===== src/verilog/rsq_pkg.sv =====
package rsq_pkg;
  // Clock and timing
  localparam int unsigned CLK_NS       = 20;
  localparam int unsigned POR_EXT_NS   = 30000;
  localparam int unsigned POR_EXT_CYC  =
    (POR_EXT_NS / CLK_NS < 1) ? 1 : POR_EXT_NS / CLK_NS;
  localparam int unsigned BOR_EXT_NS   = 100000;
  localparam int unsigned BOR_EXT_CYC  =
    (BOR_EXT_NS / CLK_NS < 1) ? 1 : BOR_EXT_NS / CLK_NS;
  localparam int unsigned CLKMON_NS    = 900000;
  localparam int unsigned CLKMON_CYC   =
    (CLKMON_NS / CLK_NS < 1) ? 1 : CLKMON_NS / CLK_NS;
  localparam int unsigned POWER_UP_TIMER_UNIT_NS = 1000000;
  localparam int unsigned POWER_UP_TIMER_UNIT_CYC = POWER_UP_TIMER_UNIT_NS / CLK_NS;
  localparam int unsigned PIN_FILT_CYC = 4;

  // Register map
  localparam logic [3:0] ADR_FLAGS = 4'h0;
  localparam logic [3:0] ADR_CTRL  = 4'h4;
  localparam logic [3:0] ADR_STAT  = 4'h8;

  // Cause flag positions
  localparam int unsigned FLG_POR  = 0;
  localparam int unsigned FLG_BOR  = 1;
  localparam int unsigned FLG_WDT  = 4;
  localparam int unsigned FLG_SW   = 6;
  localparam int unsigned FLG_PIN  = 7;
  localparam int unsigned FLG_CM   = 9;
  localparam int unsigned FLG_ILL  = 14;
  localparam int unsigned FLG_TRAP = 15;
  localparam logic [15:0] FLAG_MASK    = 16'hc2d3;
  localparam logic [15:0] FLAG_POR_VAL = 16'h0003;
  localparam logic [15:0] FLAG_BOR_KEEP = 16'h0083;

  // Control fields
  localparam int unsigned CTRL_SEL_LSB = 0;
  localparam int unsigned CTRL_MON_EN  = 3;
  localparam logic [3:0]  CTRL_RST     = 4'h7;

  localparam logic [23:0] RESET_VECTOR  = 24'h000000;
  localparam logic [3:0]  TRAP_HARD_MIN = 4'hd;
  localparam logic [7:0]  ILLEGAL_UPPER = 8'h3f;

  typedef enum logic [5:0] {
    ST_POR  = 6'h01,
    ST_BOR  = 6'h02,
    ST_POWER_UP_TIMER = 6'h04,
    ST_OSC  = 6'h08,
    ST_RUN  = 6'h10,
    ST_WARM = 6'h20
  } rsq_state_t;

  typedef struct packed {
    logic pin;
    logic sw;
    logic wdt;
    logic trap;
    logic cm;
    logic ill;
  } rsq_warm_t;
endpackage


===== src/verilog/rsq_top.sv =====
// Function
// - Hold reset until supply passes power-on threshold plus extension time.
// - Power-on reset sets the power-on cause flag, bit 0.
// - Supply below brown-out threshold resets until restored plus extension.
// - Brown-out reset sets the brown-out cause flag, bit 1.
// - Power-up timer extends reset after brown-out, then oscillator starts.
// - Three-bit select picks one of eight power-up delays, zero to 128 ms.
// - Brown-out extension and power-up delay restart on each supply recovery.
// - With clock ready, execution starts at program address zero.
// - Enabled clock monitor starts only after clock ready plus monitor delay.
// - Filter short pin glitches; valid low pulses reset and set pin flag.
// - Reset instruction resets one cycle, keeps clock source, then fetches.
// - Software reset sets the software cause flag, bit 6.
// - Watchdog time-out in run mode resets, clock source unchanged.
// - Watchdog time-out in sleep or idle only wakes the processor.
// - Watchdog time-out sets the watchdog cause flag, bit 4.
// - Lower-priority hard trap during higher trap service resets device.
// - Trap conflict reset sets the trap cause flag, bit 15.
// - Shadow copies compare pin mapping registers; difference causes reset.
// - Mismatch sets flag bit 9; absent entirely on variants without it.
// - Illegal opcode, uninitialised pointer, security fault set bit 14.
// - Executing an opcode with upper byte 3Fh resets the device.
// - Cold reset loads configured oscillator; other resets keep current one.
// - Software may set or clear all flags without causing a reset.
//
// The register addresses and register access over Wishbone were left to the implementer.
module rsq_top #(
  parameter int unsigned BOR_EXT_CYC   = rsq_pkg::BOR_EXT_CYC,
  parameter int unsigned CLKMON_CYC    = rsq_pkg::CLKMON_CYC,
  parameter int unsigned POWER_UP_TIMER_UNIT_CYC = rsq_pkg::POWER_UP_TIMER_UNIT_CYC,
  parameter int unsigned PIN_FILT_CYC  = rsq_pkg::PIN_FILT_CYC,
  parameter int unsigned MAP_W         = 16,
  parameter bit          HAS_CM        = 1'b1
) (
  input  wire logic             clk_i,
  input  wire logic             rst_i,
  input  wire logic             ce_i,
  input  wire logic             wb_cyc_i,
  input  wire logic             wb_stb_i,
  input  wire logic             wb_we_i,
  input  wire logic [3:0]       wb_adr_i,
  input  wire logic [3:0]       wb_sel_i,
  input  wire logic [31:0]      wb_dat_i,
  output logic      [31:0]      wb_dat_o,
  output logic                  wb_ack_o,
  input  wire logic             power_on_threshold_i,
  input  wire logic             brown_out_threshold_i,
  input  wire logic             external_reset_pin_n_i,
  input  wire logic             osc_ready_i,
  input  wire logic             sw_reset_i,
  input  wire logic             wdt_timeout_i,
  input  wire logic             wdt_clear_i,
  input  wire logic             sleep_mode_i,
  input  wire logic             hard_trap_i,
  input  wire logic [3:0]       hard_trap_level_i,
  input  wire logic             trap_active_i,
  input  wire logic [3:0]       trap_active_level_i,
  input  wire logic [MAP_W-1:0] pin_map_i,
  input  wire logic [MAP_W-1:0] pin_map_wdata_i,
  input  wire logic             pin_map_we_i,
  input  wire logic             opcode_valid_i,
  input  wire logic [7:0]       opcode_upper_i,
  input  wire logic             uninit_w_i,
  input  wire logic             security_i,
  input  wire logic [2:0]       initial_oscillator_select_i,
  input  wire logic [2:0]       current_oscillator_select_i,
  output logic                  system_reset_o,
  output logic                  fetch_start_o,
  output logic      [23:0]      fetch_addr_o,
  output logic      [2:0]       clock_source_o,
  output logic                  clock_monitor_o,
  output logic                  wake_o
);

  rsq_pkg::rsq_state_t state;
  rsq_pkg::rsq_state_t next_state;
  rsq_pkg::rsq_warm_t  warm;
  logic [31:0]      cnt;
  logic [31:0]      next_cnt;
  logic [31:0]      mon_cnt;
  logic [15:0]      flags;
  logic [15:0]      next_flags;
  logic [3:0]       ctrl;
  logic [MAP_W-1:0] shadow;
  logic [7:0]       pin_cnt;
  logic             pin_low_f;
  logic             por_m, por_s, bor_m, bor_s;
  logic             pin_m, pin_s, osc_m, osc_s;

  // Two-stage synchronisers for analog and pin levels
  always_ff @(posedge clk_i)
  begin
    if (rst_i)
    begin
      por_m <= 1'b0;
      por_s <= 1'b0;
      bor_m <= 1'b0;
      bor_s <= 1'b0;
      pin_m <= 1'b1;
      pin_s <= 1'b1;
      osc_m <= 1'b0;
      osc_s <= 1'b0;
    end
    else if (ce_i)
    begin
      por_m <= power_on_threshold_i;
      por_s <= por_m;
      bor_m <= brown_out_threshold_i;
      bor_s <= bor_m;
      pin_m <= external_reset_pin_n_i;
      pin_s <= pin_m;
      osc_m <= osc_ready_i;
      osc_s <= osc_m;
    end
  end

  // Pin glitch filter
  always_ff @(posedge clk_i)
  begin
    if (rst_i)
    begin
      pin_cnt   <= 8'h00;
      pin_low_f <= 1'b0;
    end
    else if (ce_i)
    begin
      if (pin_s)
      begin
        pin_cnt   <= 8'h00;
        pin_low_f <= 1'b0;
      end
      else if (32'(pin_cnt) + 32'd1 >= PIN_FILT_CYC)
        pin_low_f <= 1'b1;
      else
        pin_cnt <= pin_cnt + 8'h01;
    end
  end

  // Shadow copy of the pin mapping registers
  always_ff @(posedge clk_i)
  begin
    if (rst_i)
      shadow <= '0;
    else if (ce_i && pin_map_we_i)
      shadow <= pin_map_wdata_i;
  end

  // Source decoding
  wire cold_por = !por_s;
  wire cold_bor = por_s && !bor_s && state != rsq_pkg::ST_POR;
  wire trap_cf  = hard_trap_i && trap_active_i &&
                  hard_trap_level_i >= rsq_pkg::TRAP_HARD_MIN &&
                  hard_trap_level_i < trap_active_level_i;
  wire map_bad  = HAS_CM && !pin_map_we_i &&
                  pin_map_i != shadow;
  wire ill_op   = opcode_valid_i &&
                  opcode_upper_i == rsq_pkg::ILLEGAL_UPPER;
  assign warm.pin  = pin_low_f;
  assign warm.sw   = sw_reset_i;
  assign warm.wdt  = wdt_timeout_i && !sleep_mode_i;
  assign warm.trap = trap_cf;
  assign warm.cm   = map_bad;
  assign warm.ill  = ill_op || uninit_w_i || security_i;
  wire warm_any = |warm;

  wire [2:0] power_up_timer_sel = ctrl[rsq_pkg::CTRL_SEL_LSB +: 3];
  wire [31:0] power_up_timer_cyc = (power_up_timer_sel == 3'h0) ? 32'h0 :
    32'(POWER_UP_TIMER_UNIT_CYC) << power_up_timer_sel;

  // Reset sequence
  always_comb
  begin
    next_state = state;
    next_cnt   = 32'h0;
    if (cold_por)
      next_state = rsq_pkg::ST_POR;
    else if (cold_bor)
      next_state = rsq_pkg::ST_BOR;
    else
    begin
      case (state)
        rsq_pkg::ST_POR:
        begin
          next_cnt = cnt + 32'h1;
          if (cnt >= 32'(rsq_pkg::POR_EXT_CYC - 1))
          begin
            next_state = rsq_pkg::ST_BOR;
            next_cnt   = 32'h0;
          end
        end
        rsq_pkg::ST_BOR:
        begin
          next_cnt = cnt + 32'h1;
          if (cnt >= 32'(BOR_EXT_CYC - 1))
          begin
            next_state = rsq_pkg::ST_POWER_UP_TIMER;
            next_cnt   = 32'h0;
          end
        end
        rsq_pkg::ST_POWER_UP_TIMER:
        begin
          next_cnt = cnt + 32'h1;
          if (cnt >= power_up_timer_cyc)
          begin
            next_state = rsq_pkg::ST_OSC;
            next_cnt   = 32'h0;
          end
        end
        rsq_pkg::ST_OSC:
          if (osc_s)
            next_state = rsq_pkg::ST_RUN;
        rsq_pkg::ST_RUN:
          if (warm_any)
            next_state = rsq_pkg::ST_WARM;
        rsq_pkg::ST_WARM:
          if (!warm_any)
            next_state = rsq_pkg::ST_RUN;
        default:
          next_state = rsq_pkg::ST_POR;
      endcase
    end
  end

  wire run_next = next_state == rsq_pkg::ST_RUN;
  wire mon_en   = ctrl[rsq_pkg::CTRL_MON_EN];

  always_ff @(posedge clk_i)
  begin
    if (rst_i)
    begin
      state          <= rsq_pkg::ST_POR;
      cnt            <= 32'h0;
      system_reset_o <= 1'b1;
      fetch_start_o  <= 1'b0;
      fetch_addr_o   <= rsq_pkg::RESET_VECTOR;
      wake_o         <= 1'b0;
    end
    else if (ce_i)
    begin
      state          <= next_state;
      cnt            <= next_cnt;
      system_reset_o <= !(run_next ||
                          next_state == rsq_pkg::ST_OSC);
      fetch_start_o  <= run_next && state != rsq_pkg::ST_RUN;
      if (run_next && state != rsq_pkg::ST_RUN)
        fetch_addr_o <= rsq_pkg::RESET_VECTOR;
      else if (fetch_start_o)
        fetch_addr_o <= fetch_addr_o + 24'h000002;
      wake_o <= wdt_timeout_i && sleep_mode_i;
    end
  end

  // Oscillator source and clock monitor
  always_ff @(posedge clk_i)
  begin
    if (rst_i)
    begin
      clock_source_o  <= 3'h0;
      mon_cnt         <= 32'h0;
      clock_monitor_o <= 1'b0;
    end
    else if (ce_i)
    begin
      if (state == rsq_pkg::ST_POWER_UP_TIMER)
        clock_source_o <= initial_oscillator_select_i;
      else if (state == rsq_pkg::ST_RUN)
        clock_source_o <= current_oscillator_select_i;
      if (state != rsq_pkg::ST_RUN || !mon_en)
      begin
        mon_cnt         <= 32'h0;
        clock_monitor_o <= 1'b0;
      end
      else if (mon_cnt >= 32'(CLKMON_CYC - 1))
        clock_monitor_o <= 1'b1;
      else
        mon_cnt <= mon_cnt + 32'h1;
    end
  end

  // Wishbone slave
  wire wb_acc  = wb_cyc_i && wb_stb_i && !wb_ack_o;
  wire wr_flag = wb_acc && wb_we_i && wb_adr_i == rsq_pkg::ADR_FLAGS;
  wire wr_ctrl = wb_acc && wb_we_i && wb_adr_i == rsq_pkg::ADR_CTRL;
  wire [15:0] wr_mask = wr_flag ?
    ({{8{wb_sel_i[1]}}, {8{wb_sel_i[0]}}} & rsq_pkg::FLAG_MASK) : 16'h0;
  wire [15:0] sw_flags = (flags & ~wr_mask) |
    (wb_dat_i[15:0] & wr_mask);
  wire [15:0] wdt_clr = wdt_clear_i ?
    (16'h0001 << rsq_pkg::FLG_WDT) : 16'h0;

  logic [15:0] hw_set;
  always_comb
  begin
    hw_set = 16'h0;
    hw_set[rsq_pkg::FLG_BOR]  = cold_bor;
    hw_set[rsq_pkg::FLG_PIN]  = warm.pin;
    hw_set[rsq_pkg::FLG_SW]   = warm.sw;
    hw_set[rsq_pkg::FLG_WDT]  = wdt_timeout_i;
    hw_set[rsq_pkg::FLG_TRAP] = warm.trap;
    hw_set[rsq_pkg::FLG_CM]   = warm.cm;
    hw_set[rsq_pkg::FLG_ILL]  = warm.ill;
  end

  assign next_flags = cold_por ? rsq_pkg::FLAG_POR_VAL :
    ((sw_flags & ~wdt_clr &
      (cold_bor ? rsq_pkg::FLAG_BOR_KEEP : 16'hffff)) | hw_set);

  wire [31:0] rd_data =
    (wb_adr_i == rsq_pkg::ADR_FLAGS) ? {16'h0, flags} :
    (wb_adr_i == rsq_pkg::ADR_CTRL)  ? {28'h0, ctrl} :
    (wb_adr_i == rsq_pkg::ADR_STAT)  ?
      {20'h0, clock_monitor_o, clock_source_o, 2'h0, state} : 32'h0;

  always_ff @(posedge clk_i)
  begin
    if (rst_i)
    begin
      flags    <= rsq_pkg::FLAG_POR_VAL;
      ctrl     <= rsq_pkg::CTRL_RST;
      wb_ack_o <= 1'b0;
      wb_dat_o <= 32'h0;
    end
    else if (ce_i)
    begin
      flags    <= next_flags;
      wb_ack_o <= wb_acc;
      wb_dat_o <= wb_acc ? rd_data : 32'h0;
      if (wr_ctrl && wb_sel_i[0])
        ctrl <= wb_dat_i[3:0];
    end
  end
endmodule


===== config.mk =====
export PLATFORM = sky130hd
export DESIGN_NAME = rsq_top
export DESIGN_NICKNAME = d
export VERILOG_FILES = /design/src/verilog/rsq_pkg.sv /design/src/verilog/rsq_top.sv
export SDC_FILE = /design/constraint.sdc
export NUM_CORES = 1
export LEC_CHECK = 0
export BUFFER_PORTS_ARGS = -buffer_cell sky130_fd_sc_hd__buf_2
export CAP_MARGIN = 20
export CORE_AREA = 2 2 170 138
export DETAILED_ROUTE_END_ITERATION = 10
export DIE_AREA = 0 0 172 140
export HOLD_SLACK_MARGIN = 0.05
export PLACE_DENSITY = 0.71
export SYNTH_ARGS = -nofsm -noshare
export SYNTH_HDL_FRONTEND = slang
export SYNTH_SLANG_ARGS = --single-unit

===== constraint.sdc =====
create_clock -name clk_i -period 6.1 [get_ports clk_i]
set_input_delay 0.305 -clock clk_i [delete_from_list [all_inputs] [get_ports clk_i]]
set_output_delay 0.305 -clock clk_i [all_outputs]
set_load 0.01 [all_outputs]

==> impl_metrics.toml, run 1 <==
[logic_synthesis]
synth_most_common_cell = "dfxtp_1"
ys.warnings.count = 0
synthCells = 1090
synth.distinct_cells = 74
synth_area_leader_cell = "dfxtp_1"
ys_seq_area_share_pct = 38.55
async_flop_share_pct = 0
synth_flop_cell = "dfxtp_1"
ys_top_cells_by_count = "170 x dfxtp_1, 149 x nand2_1, 104 x nor2_1, 67 x a21oi_1, 41 x nand3_1"
synth_seq_cells = 170
synth.cell_area_sq_mm = 0.008828
yosysTopAreaCellShare_pct = 38.55
synth_area_leaders = "dfxtp_1 39%, nand2_1 6.3%, ha_1 4.8%"
postSynthAreaPerCell_sq_um = 8.100
synth_edf_count = 0

[layout]
syn_to_final_growth_pct = 16.74
nets = 1345
fillCellCount = 2211
drive_gt1_share_pct = 15.98

[pwr]
peakVddDrop_uv = 146.1
p_leak_nw = 4.194
power_density_mw_per_mm2 = 240.7

[grt]
grt_pass1_vias = 7378
busiest_layer = "met1"
grt_util_met3_pct = 4.606
use_met2_pct = 27.77
grt_start_max_net_pins = 51
antenna_found_initial = 1
grt.total_usage_pct = 19.00
grt_overflow_total = 0
grt_first_pass_wirelength_um = 37270
grtUsageMet1_pct = 27.89

[timing]
finalMaxSlewViolations = 0
setup_tns_ns = 0
rsz0062_at_grt = "false"
hold_viol = 0
setup_viol = 0
max_freq_mhz = 288.1
fin_crit_sh_pct = 56.90
slew_headroom_pct = 27.53
worst_pin_slew_ns = 1.087
finalClockSkew_ns = 0.01202
layout_min_cycle_time_ns = 3.471
hold_ws_ns = 0.1081

[cts]
clock_path_buffers = 2
clk_pin_slew_ns = 0.07
cts_root_buffer = "clkbuf_16"
cts_setup_buffers = 0
clk_latency_ns = 0.43
cts.sinks = 170
cts_resized = 0
htreeDepth = 4
cts_buffers = 17
cts_tree = "done"
hold_buffers = 0

[setup_path]
worstPathRequired_ns = 6.45
cp_max_fo = 16
cp.arrival_ns = 3.82
start_kind = "flip-flop"
r2r_setup_slack_ns = 2.63
end_kind = "flip-flop"
crit_type = "reg -> reg"

[run]
cap_violations = 0

[route]
wl_um = 23020
vias_per_cell = 5.368
vias = 8132
antenna_left = 0
drt_iter0_drc = 514
drc = 0
first_pass_iters = 5
wl_per_cell_um = 15.19

[floorplan]
die_width_um = 172
initial_utilization_pct = 39.56
top_level_ports = 178
die_area_sq_mm = 0.02408
dieHeight_um = 140
num_rows = 49
core_area_sq_mm = 0.02232

[placement]
dp_hpwl_um = 16680
port_buffers = 136
gp_congestion = 0.8861

[run_status]
status = "finished, final reports clean"

[min_path]
hold_class = "in -> reg"
[per-stage QoR]
stage	power, W	utilization [%]	cell area, sq um	worst slack, ns	cells
global route	0.002559	46.17	10300	2.326	1514
global placement	0.001295	43.23	9648	2.717	1484
floorplan	0.001246	-	8889	3.160	1106
finish	0.002480	46.18	10310	2.629	1515
CTS	0.002500	46.17	10300	2.635	1514
detailed placement	0.001297	43.23	9648	2.640	1484
[worst max-delay path, stage by stage, from the launching register on]
cell and delay, ns:
dfxtp_1 0.43, inv_1 0.15, ha_1 0.23, nor2_1 0.28, a21oi_1 0.13, ha_1 0.27, and2_0 0.16, a221o_1 0.33
a2111o_1 0.46, o311ai_4 0.64, o211ai_1 0.17, o21ai_0 0.13
[cell families (layout without fill, tap and decap cells)]
group / after synthesis / count (layout) / share of synthesized area [%]
buf+inv: 105 / 207 / 5.385
other cells: 1 / 18 / 0.04248
fa+ha+maj: 35 / 35 / 4.946
simple gates: 487 / 487 / 27.49
flops: 170 / 170 / 38.55
xor+xnor: 39 / 39 / 3.869
compound gates: 228 / 228 / 16.88
mux: 25 / 25 / 2.834
[area by class of cell]
class	count	area, sq um	area share (%)
Antenna cell	1	2.502	0.02428
Clock buffer	20	466.7	4.528
Clock inverter	10	188.9	1.833
Inverter	37	138.9	1.348
Multi-Input combinational cell	831	5012	48.63
Sequential cell	170	3403	33.02
Tap cell	306	382.9	3.715
Timing Repair Buffer	140	710.7	6.896
[worst paths after layout]
kind / startpoint / end / cells after the start
setup reg to reg: ctrl[1]$_SDFFE_PP1P_ / cnt[7]$_SDFFE_PP0P_ / 11
hold reg to reg: pin_cnt[6]$_SDFFE_PP0P_ / pin_cnt[6]$_SDFFE_PP0P_ / 1
setup / recovery: ctrl[1]$_SDFFE_PP1P_ / cnt[7]$_SDFFE_PP0P_ / 11
hold / removal: wb_dat_i[2] / ctrl[2]$_SDFFE_PP1P_ / 3
[power by group]
part	switching, W	internal [W]	leakage, nW
Combinational	0.0000905	0.0000521	2.50
Sequential	0.00000986	0.00112	1.37
Clock	0.000449	0.000758	0.324
Total	0.000550	0.00193	4.19
[layout by cell type (no fill, tap or decap), types with 10 or more instances in the layout]
cell type and n:
inv_1 36, a21o_1 10, o21ai_0 39, nand3_1 41, o211ai_1 19, nor3_1 22
nor4b_1 10, and3_1 27, nor4_1 26, nand4_1 28, clkbuf_16 17, and2_1 25
ha_1 34, xor2_1 31, buf_2 136, o22ai_1 12, a31oi_1 11, nor2_1 103
a21oi_1 67, dfxtp_1 170, nand2_1 149, conb_1 17, mux2i_1 25
[state kept, by name, summed over array words and instances, names as in the netlist, 4 cells and up]
signal and count:
cnt 32, mon_cnt 32, fetch_addr_o 23, flags 16, shadow 16, wb_dat_o 16, pin_cnt 8, state 6
ctrl 4
[routing by layer]
metal  vias to the layer above  wire length [um]  share of wire, %
li1                       4080                 -                 -
met1                      3761             11290                49
met2                       271              9751                42
met4                         0               239               1.0
met5                         -                 0                 0
met3                        20              1736               7.5
Note: power is estimated with default switching activity, not from simulation.
==> run 2: changes to the inputs <==
--- a/config.mk
+++ b/config.mk
@@ -5,13 +5,14 @@
 export SDC_FILE = /design/constraint.sdc
 export NUM_CORES = 1
 export LEC_CHECK = 0
+export ABC_AREA = 1
 export BUFFER_PORTS_ARGS = -buffer_cell sky130_fd_sc_hd__buf_2
 export CAP_MARGIN = 20
-export CORE_AREA = 2 2 170 138
+export CORE_AREA = 2 2 175 143
 export DETAILED_ROUTE_END_ITERATION = 10
-export DIE_AREA = 0 0 172 140
+export DIE_AREA = 0 0 177 145
 export HOLD_SLACK_MARGIN = 0.05
-export PLACE_DENSITY = 0.71
+export PLACE_DENSITY = 0.72
 export SYNTH_ARGS = -nofsm -noshare
 export SYNTH_HDL_FRONTEND = slang
 export SYNTH_SLANG_ARGS = --single-unit
==> constraint.sdc (replaced) <==
create_clock -name clk_i -period 3.06 [get_ports clk_i]
set_input_delay 0.153 -clock clk_i [delete_from_list [all_inputs] [get_ports clk_i]]
set_output_delay 0.153 -clock clk_i [all_outputs]
set_load 0.01 [all_outputs]
==> run 2 against run 1 <==
  * Sequential cell count unchanged
  * Clock power grew 88%
  * Sequential share of layout area down 2.6 points
  * Global-route usage rose by 0.81 points
  * Cell count rose by 21%
  * Maximum frequency up 28%
  * Clock-buffer cell count is 1 lower
  * Routed wire length up 11%
  * Hold slack got worse by 0.042 ns
  * Critical path depth grew 5
  * Highest routed layer unchanged
==> impl_metrics.toml, run 2 <==
[run_status]
status = "finished, final reports clean"

[cts]
cts.sinks = 170
cts_buffers = 17
cts_tree = "done"
clk_pin_slew_ns = 0.07
cts_setup_buffers = 0
htreeDepth = 4
clock_path_buffers = 2
clk_latency_ns = 0.43
cts_root_buffer = "clkbuf_16"

[grt]
antenna_found_initial = 0
grt_first_pass_wirelength_um = 41430
grt_pass1_vias = 8507
grt_start_max_net_pins = 58
grt_overflow_total = 0
grt.total_usage_pct = 19.81

[floorplan]
num_rows = 51
top_level_ports = 178
die_area_sq_mm = 0.02567
initial_utilization_pct = 39.34
die_width_um = 177
dieHeight_um = 145
core_area_sq_mm = 0.02393

[logic_synthesis]
synth_most_common_cell = "nand2_1"
synth_seq_cells = 170
yosysTopAreaCellShare_pct = 36.15
synth_flop_cell = "dfxtp_1"
synth_area_leader_cell = "dfxtp_1"
synth_edf_count = 0
ys.warnings.count = 0
async_flop_share_pct = 0
synthCells = 1360
synth.cell_area_sq_mm = 0.009414
ys_seq_area_share_pct = 36.15
ys_top_cells_by_count = "298 x nand2_1, 170 x dfxtp_1, 166 x inv_1, 127 x nor2_1, 119 x a21oi_1"
synth.distinct_cells = 48
synth_area_leaders = "dfxtp_1 36%, nand2_1 12%, inv_1 6.6%"
postSynthAreaPerCell_sq_um = 6.922

[pwr]
peakVddDrop_uv = 409.1
p_leak_nw = 4.799
power_density_mw_per_mm2 = 441.2

[timing]
layout_min_cycle_time_ns = 2.722
timing.final.ws_setup_ns = 0.3380
finalMaxSlewViolations = 0
rsz0062_at_grt = "false"
max_freq_mhz = 367.4
finalClockSkew_ns = 0.01188
setup_viol = 0
hold_viol = 0
setup_tns_ns = 0
fin_crit_sh_pct = 88.95
worst_pin_slew_ns = 0.8085
slew_headroom_pct = 46.04

[layout]
fillCellCount = 2334
register_area_sq_mm = 0.003403
nets = 1654
multi_input_area_sq_mm = 0.005052
antennaDiodeCount = 0
top_regs = "cnt: 32 flops, mon_cnt: 32 flops, fetch_addr_o: 23 flops"
final_common_cell = "nand2_1"
final_cell_mix = "298 x nand2_1, 170 x dfxtp_1, 165 x inv_1"
syn_to_final_growth_pct = 19.01
drive_gt1_share_pct = 15.34

[min_path]
hold_class = "in -> reg"
worstHoldStart = "sw_reset_i"

[setup_path]
crit_type = "reg -> reg"
startpoint = "ctrl[1]$_SDFFE_PP1P_"
r2r-start = "ctrl[1]$_SDFFE_PP1P_"
worstPathRequired_ns = 3.42
r2r_setup_slack_ns = 0.34
start_kind = "flip-flop"
cp_max_fo = 24
end_kind = "flip-flop"
cp.arrival_ns = 3.08

[route]
first_pass_iters = 5
wl_per_cell_um = 13.92
vias = 9294
vias_per_cell = 5.059
drc = 0
antenna_left = 0
wl_um = 25580
drt_iter0_drc = 736

[placement]
detailedPlace.worstSlack_ns = 0.3528
gp_congestion = 0.8849
dp_hpwl_um = 18500
port_buffers = 136

[run]
cap_violations = 0
## run 2: area by class of cell
| cell class | count | share of cell area, % |
|---|---|---|
| Clock buffer | 19 | 4.043 |
| Timing Repair Buffer | 178 | 9.649 |
| Multi-Input combinational cell | 966 | 45.10 |
| Tap cell | 318 | 3.552 |
| Inverter | 173 | 5.796 |
| Clock inverter | 13 | 1.485 |
| Sequential cell | 170 | 30.38 |
## run 2: what timing repair did
item                      CTS  global route
hold buffers               28             0
resized for setup           0             0
hold endpoints to repair   26             0
## run 2: worst max-delay path, stage by stage, from the launching register on
cell	delay (ns)
dfxtp_1	0.44
inv_1	0.15
ha_1	0.25
nor2_1	0.20
nand2_1	0.09
ha_1	0.27
o21a_1	0.18
o21ai_0	0.13
nand2_1	0.08
nand2_1	0.07
o211ai_1	0.09
nand2_1	0.09
nand3_1	0.10
nand2_2	0.10
buf_12	0.16
nand3_1	0.08
a21oi_1	0.15
## run 2: metal layers
| metal | up-vias | share of wire, % | global-route usage, % |
|---|---|---|---|
| li1 | 4687 | - | - |
| met4 | 0 | 2.6 | 7.521 |
| met1 | 4236 | 48 | 27.15 |
| met2 | 324 | 43 | 30.25 |
| met3 | 47 | 7.0 | 4.324 |
| met5 | - | 0 | 0 |
## run 2: power by group
part           internal [W]  switching (W)  leakage, nW  total (W)
combinational      0.000149       0.000257         3.13   0.000406
clock               0.00133       0.000936        0.296    0.00227
sequential          0.00224      0.0000230         1.38    0.00227
total               0.00373        0.00122         4.80    0.00494
## run 2: logic make-up (layout without fill, tap and decap cells)
group / after synthesis / in the layout / share of synthesized area [%]
DFF: 170 / 170 / 36.15
buffers and inverters: 240 / 383 / 10.82
adders and majority gates: 34 / 34 / 4.519
other: 1 / 17 / 0.03983
muxes: 1 / 1 / 0.1063
xor gates and xnor gates: 41 / 41 / 3.814
and+or+nand+nor: 658 / 658 / 32.18
AOI/OAI and AO/OA: 215 / 215 / 12.37
## run 2: worst paths after layout
kind                                         endpoint  cells past startpoint
worst min register to register  flags[2]$_SDFFE_PP0P_                      2
worst min-delay path            flags[6]$_SDFFE_PP0P_                      3
worst max register to register   cnt[13]$_SDFFE_PP0P_                     16
worst max-delay path             cnt[13]$_SDFFE_PP0P_                     16
## run 2: through the flow
stage               hold WS (ns)  utilization (%)  area (sq um)  power, W  std cells
floorplan                 0.2698                -          9474  0.002564       1376
global placement          0.3822            43.06         10300  0.002686       1777
detailed placement        0.3837            43.06         10300  0.002694       1777
CTS                      0.05338            46.82         11200  0.004987       1837
global route             0.08238            46.82         11200  0.005129       1837
finish                   0.06624            46.82         11200  0.004943       1837
==> run 3: changes to the inputs <==
==> constraint.sdc (replaced) <==
create_clock -name clk_i -period 3.06 [get_ports clk_i]
set_input_delay 0.612 -clock clk_i [delete_from_list [all_inputs] [get_ports clk_i]]
set_output_delay 0.612 -clock clk_i [all_outputs]
set_load 0.01 [all_outputs]
==> run 3 against run 2 <==
  * Register-to-register slack got worse by 0.03 ns
  * Sequential cell count stayed put
  * Global-route usage is 0.48 points lower
  * Power decreased by 5.6%
  * Hold slack improved by 0.34 ns
  * Critical endpoint is now cnt[19]$_SDFFE_PP0P_
  * Largest cell class unchanged
==> impl_metrics.toml, run 3 (synthesized netlist as in run 2, its figures left out) <==
[cts]
hold_buffers = 0
cts_root_buffer = "clkbuf_16"
clk_pin_slew_ns = 0.07
clock_path_buffers = 2
cts_buffers = 17
clk_latency_ns = 0.44
cts_tree = "done"
htreeDepth = 4
cts.sinks = 170

[timing]
fin_crit_sh_pct = 90.05
setup_tns_ns = 0
hold_viol = 0
timing.final.ws_setup_ns = 0.3045
layout_min_cycle_time_ns = 2.755
worst_pin_slew_ns = 0.7913
finalMaxSlewViolations = 0
setup_viol = 0
max_freq_mhz = 362.9
rsz0062_at_grt = "false"
slew_headroom_pct = 47.12
finalClockSkew_ns = 0.01493

[setup_path]
crit_type = "reg -> reg"
r2r-start = "ctrl[1]$_SDFFE_PP1P_"
end_kind = "flip-flop"
start_kind = "flip-flop"
cp_max_fo = 24
startpoint = "ctrl[1]$_SDFFE_PP1P_"
worstPathRequired_ns = 3.43
cp.arrival_ns = 3.13

[pwr]
power_switching_w = 0.001213
p_comb_share_pct = 8.0
power_density_mw_per_mm2 = 429.8
swShare_pct = 25.99
clkPwrFrac_pct = 43.5
p_int_w = 0.003453
p_seq_share_pct = 48.6
p_leak_nw = 4.641
peakVddDrop_uv = 400.6

[layout]
top_regs = "cnt: 32 flops, mon_cnt: 32 flops, fetch_addr_o: 23 flops"
register_area_sq_mm = 0.003403
fillCellCount = 2389
final_common_cell = "nand2_1"
drive_gt1_share_pct = 15.62
multi_input_area_sq_mm = 0.005057
syn_to_final_growth_pct = 15.30
final_cells = 1811
final_cell_mix = "298 x nand2_1, 170 x dfxtp_1, 165 x inv_1"
nets = 1627
design_area_sq_mm = 0.01085

[route]
antenna_left = 0
first_pass_iters = 5
route.met3.wl_um = 1620
met1_length_um = 12190
dr.max_layer_used = "met5"
drt_iter0_drc = 630
drc = 0
vias = 9094
wl_per_cell_um = 13.87
vias_per_cell = 5.022
wl_um = 25120
wl_met2_um = 10800

[grt]
grt_first_pass_wirelength_um = 40620
grt_start_max_net_pins = 46
grt_pass1_vias = 8212
antenna_found_initial = 2
grt.total_usage_pct = 19.33
grt_overflow_total = 0

[placement]
port_buffers = 136
detailedPlace.worstSlack_ns = 0.1742
dp_hpwl_um = 18610
dp_cells = 1778
gp_congestion = 0.9295
post_dp_cell_area_sq_mm = 0.01030

[floorplan]
top_level_ports = 178
core_area_sq_mm = 0.02393
dieHeight_um = 145
num_rows = 51
initial_utilization_pct = 39.34
die_width_um = 177
die_area_sq_mm = 0.02567

[run]
cap_violations = 0

[min_path]
hold_class = "in -> reg"
worstHoldStart = "power_on_threshold_i"

[run_status]
status = "finished, final reports clean"
[run 3: final timing paths]
kind / slack, ns / cells past startpoint / endpoint
max reg2reg: 0.30 / 15 / cnt[19]$_SDFFE_PP0P_
min: 0.40 / 3 / por_m$_SDFFE_PP0P_
min reg2reg: 0.43 / 2 / flags[11]$_SDFFE_PP0P_
max: 0.30 / 15 / cnt[19]$_SDFFE_PP0P_
[run 3: power groups by stage]
stage / clock network [W] / registers (W) / logic [W]
final: 0.00203 / 0.00227 / 0.000372
after global routing: 0.00215 / 0.00227 / 0.000416
after CTS: 0.00206 / 0.00227 / 0.000369
after detailed placement: 0 / 0.00232 / 0.000367
after global placement: 0 / 0.00231 / 0.000362
after floorplan: 0 / 0.00231 / 0.000252
[run 3: final cells by class]
| class | instances | share of cell area (%) |
|---|---|---|
| clock buffers | 20 | 4.207 |
| multi-input cells | 966 | 46.59 |
| clock inverters | 12 | 0.8415 |
| inverters | 173 | 5.983 |
| flip-flops and latches | 170 | 31.35 |
| repair buffers | 151 | 7.331 |
| well taps | 318 | 3.666 |
| diodes | 1 | 0.02305 |
[run 3: timing repair]
action                     4_1_cts  5_1_grt
setup buffers                    0        0
gates resized for setup          0        1
setup endpoints to repair        0       24
[run 3: stage by stage]
step                hold WS, ns  power (W)  utilization (%)
floorplan                0.4083   0.002564                -
global placement         0.4155   0.002677            43.04
detailed placement       0.4197   0.002683            43.04
CTS                      0.3983   0.004691            45.33
global route             0.4079   0.004839            45.36
finish                   0.4041   0.004665            45.36
[run 3: worst max-delay path: stages (launching register included)]
cell	delay (ns)
dfxtp_1	0.43
inv_1	0.14
ha_1	0.24
nor2_1	0.21
nand2_1	0.09
ha_1	0.27
o21a_1	0.18
o21ai_0	0.13
nand2_1	0.06
nand2_1	0.05
o211ai_1	0.10
nand2_1	0.11
nand3_1	0.13
nand2_4	0.28
nand3_1	0.12
a21oi_1	0.14
[run 3: metal layers]
| layer | global-route usage (%) | vias up |
|---|---|---|
| met5 | 0 | - |
| met1 | 27.28 | 4164 |
| met3 | 3.931 | 38 |
| met2 | 29.30 | 261 |
| li1 | - | 4629 |
| met4 | 6.281 | 2 |
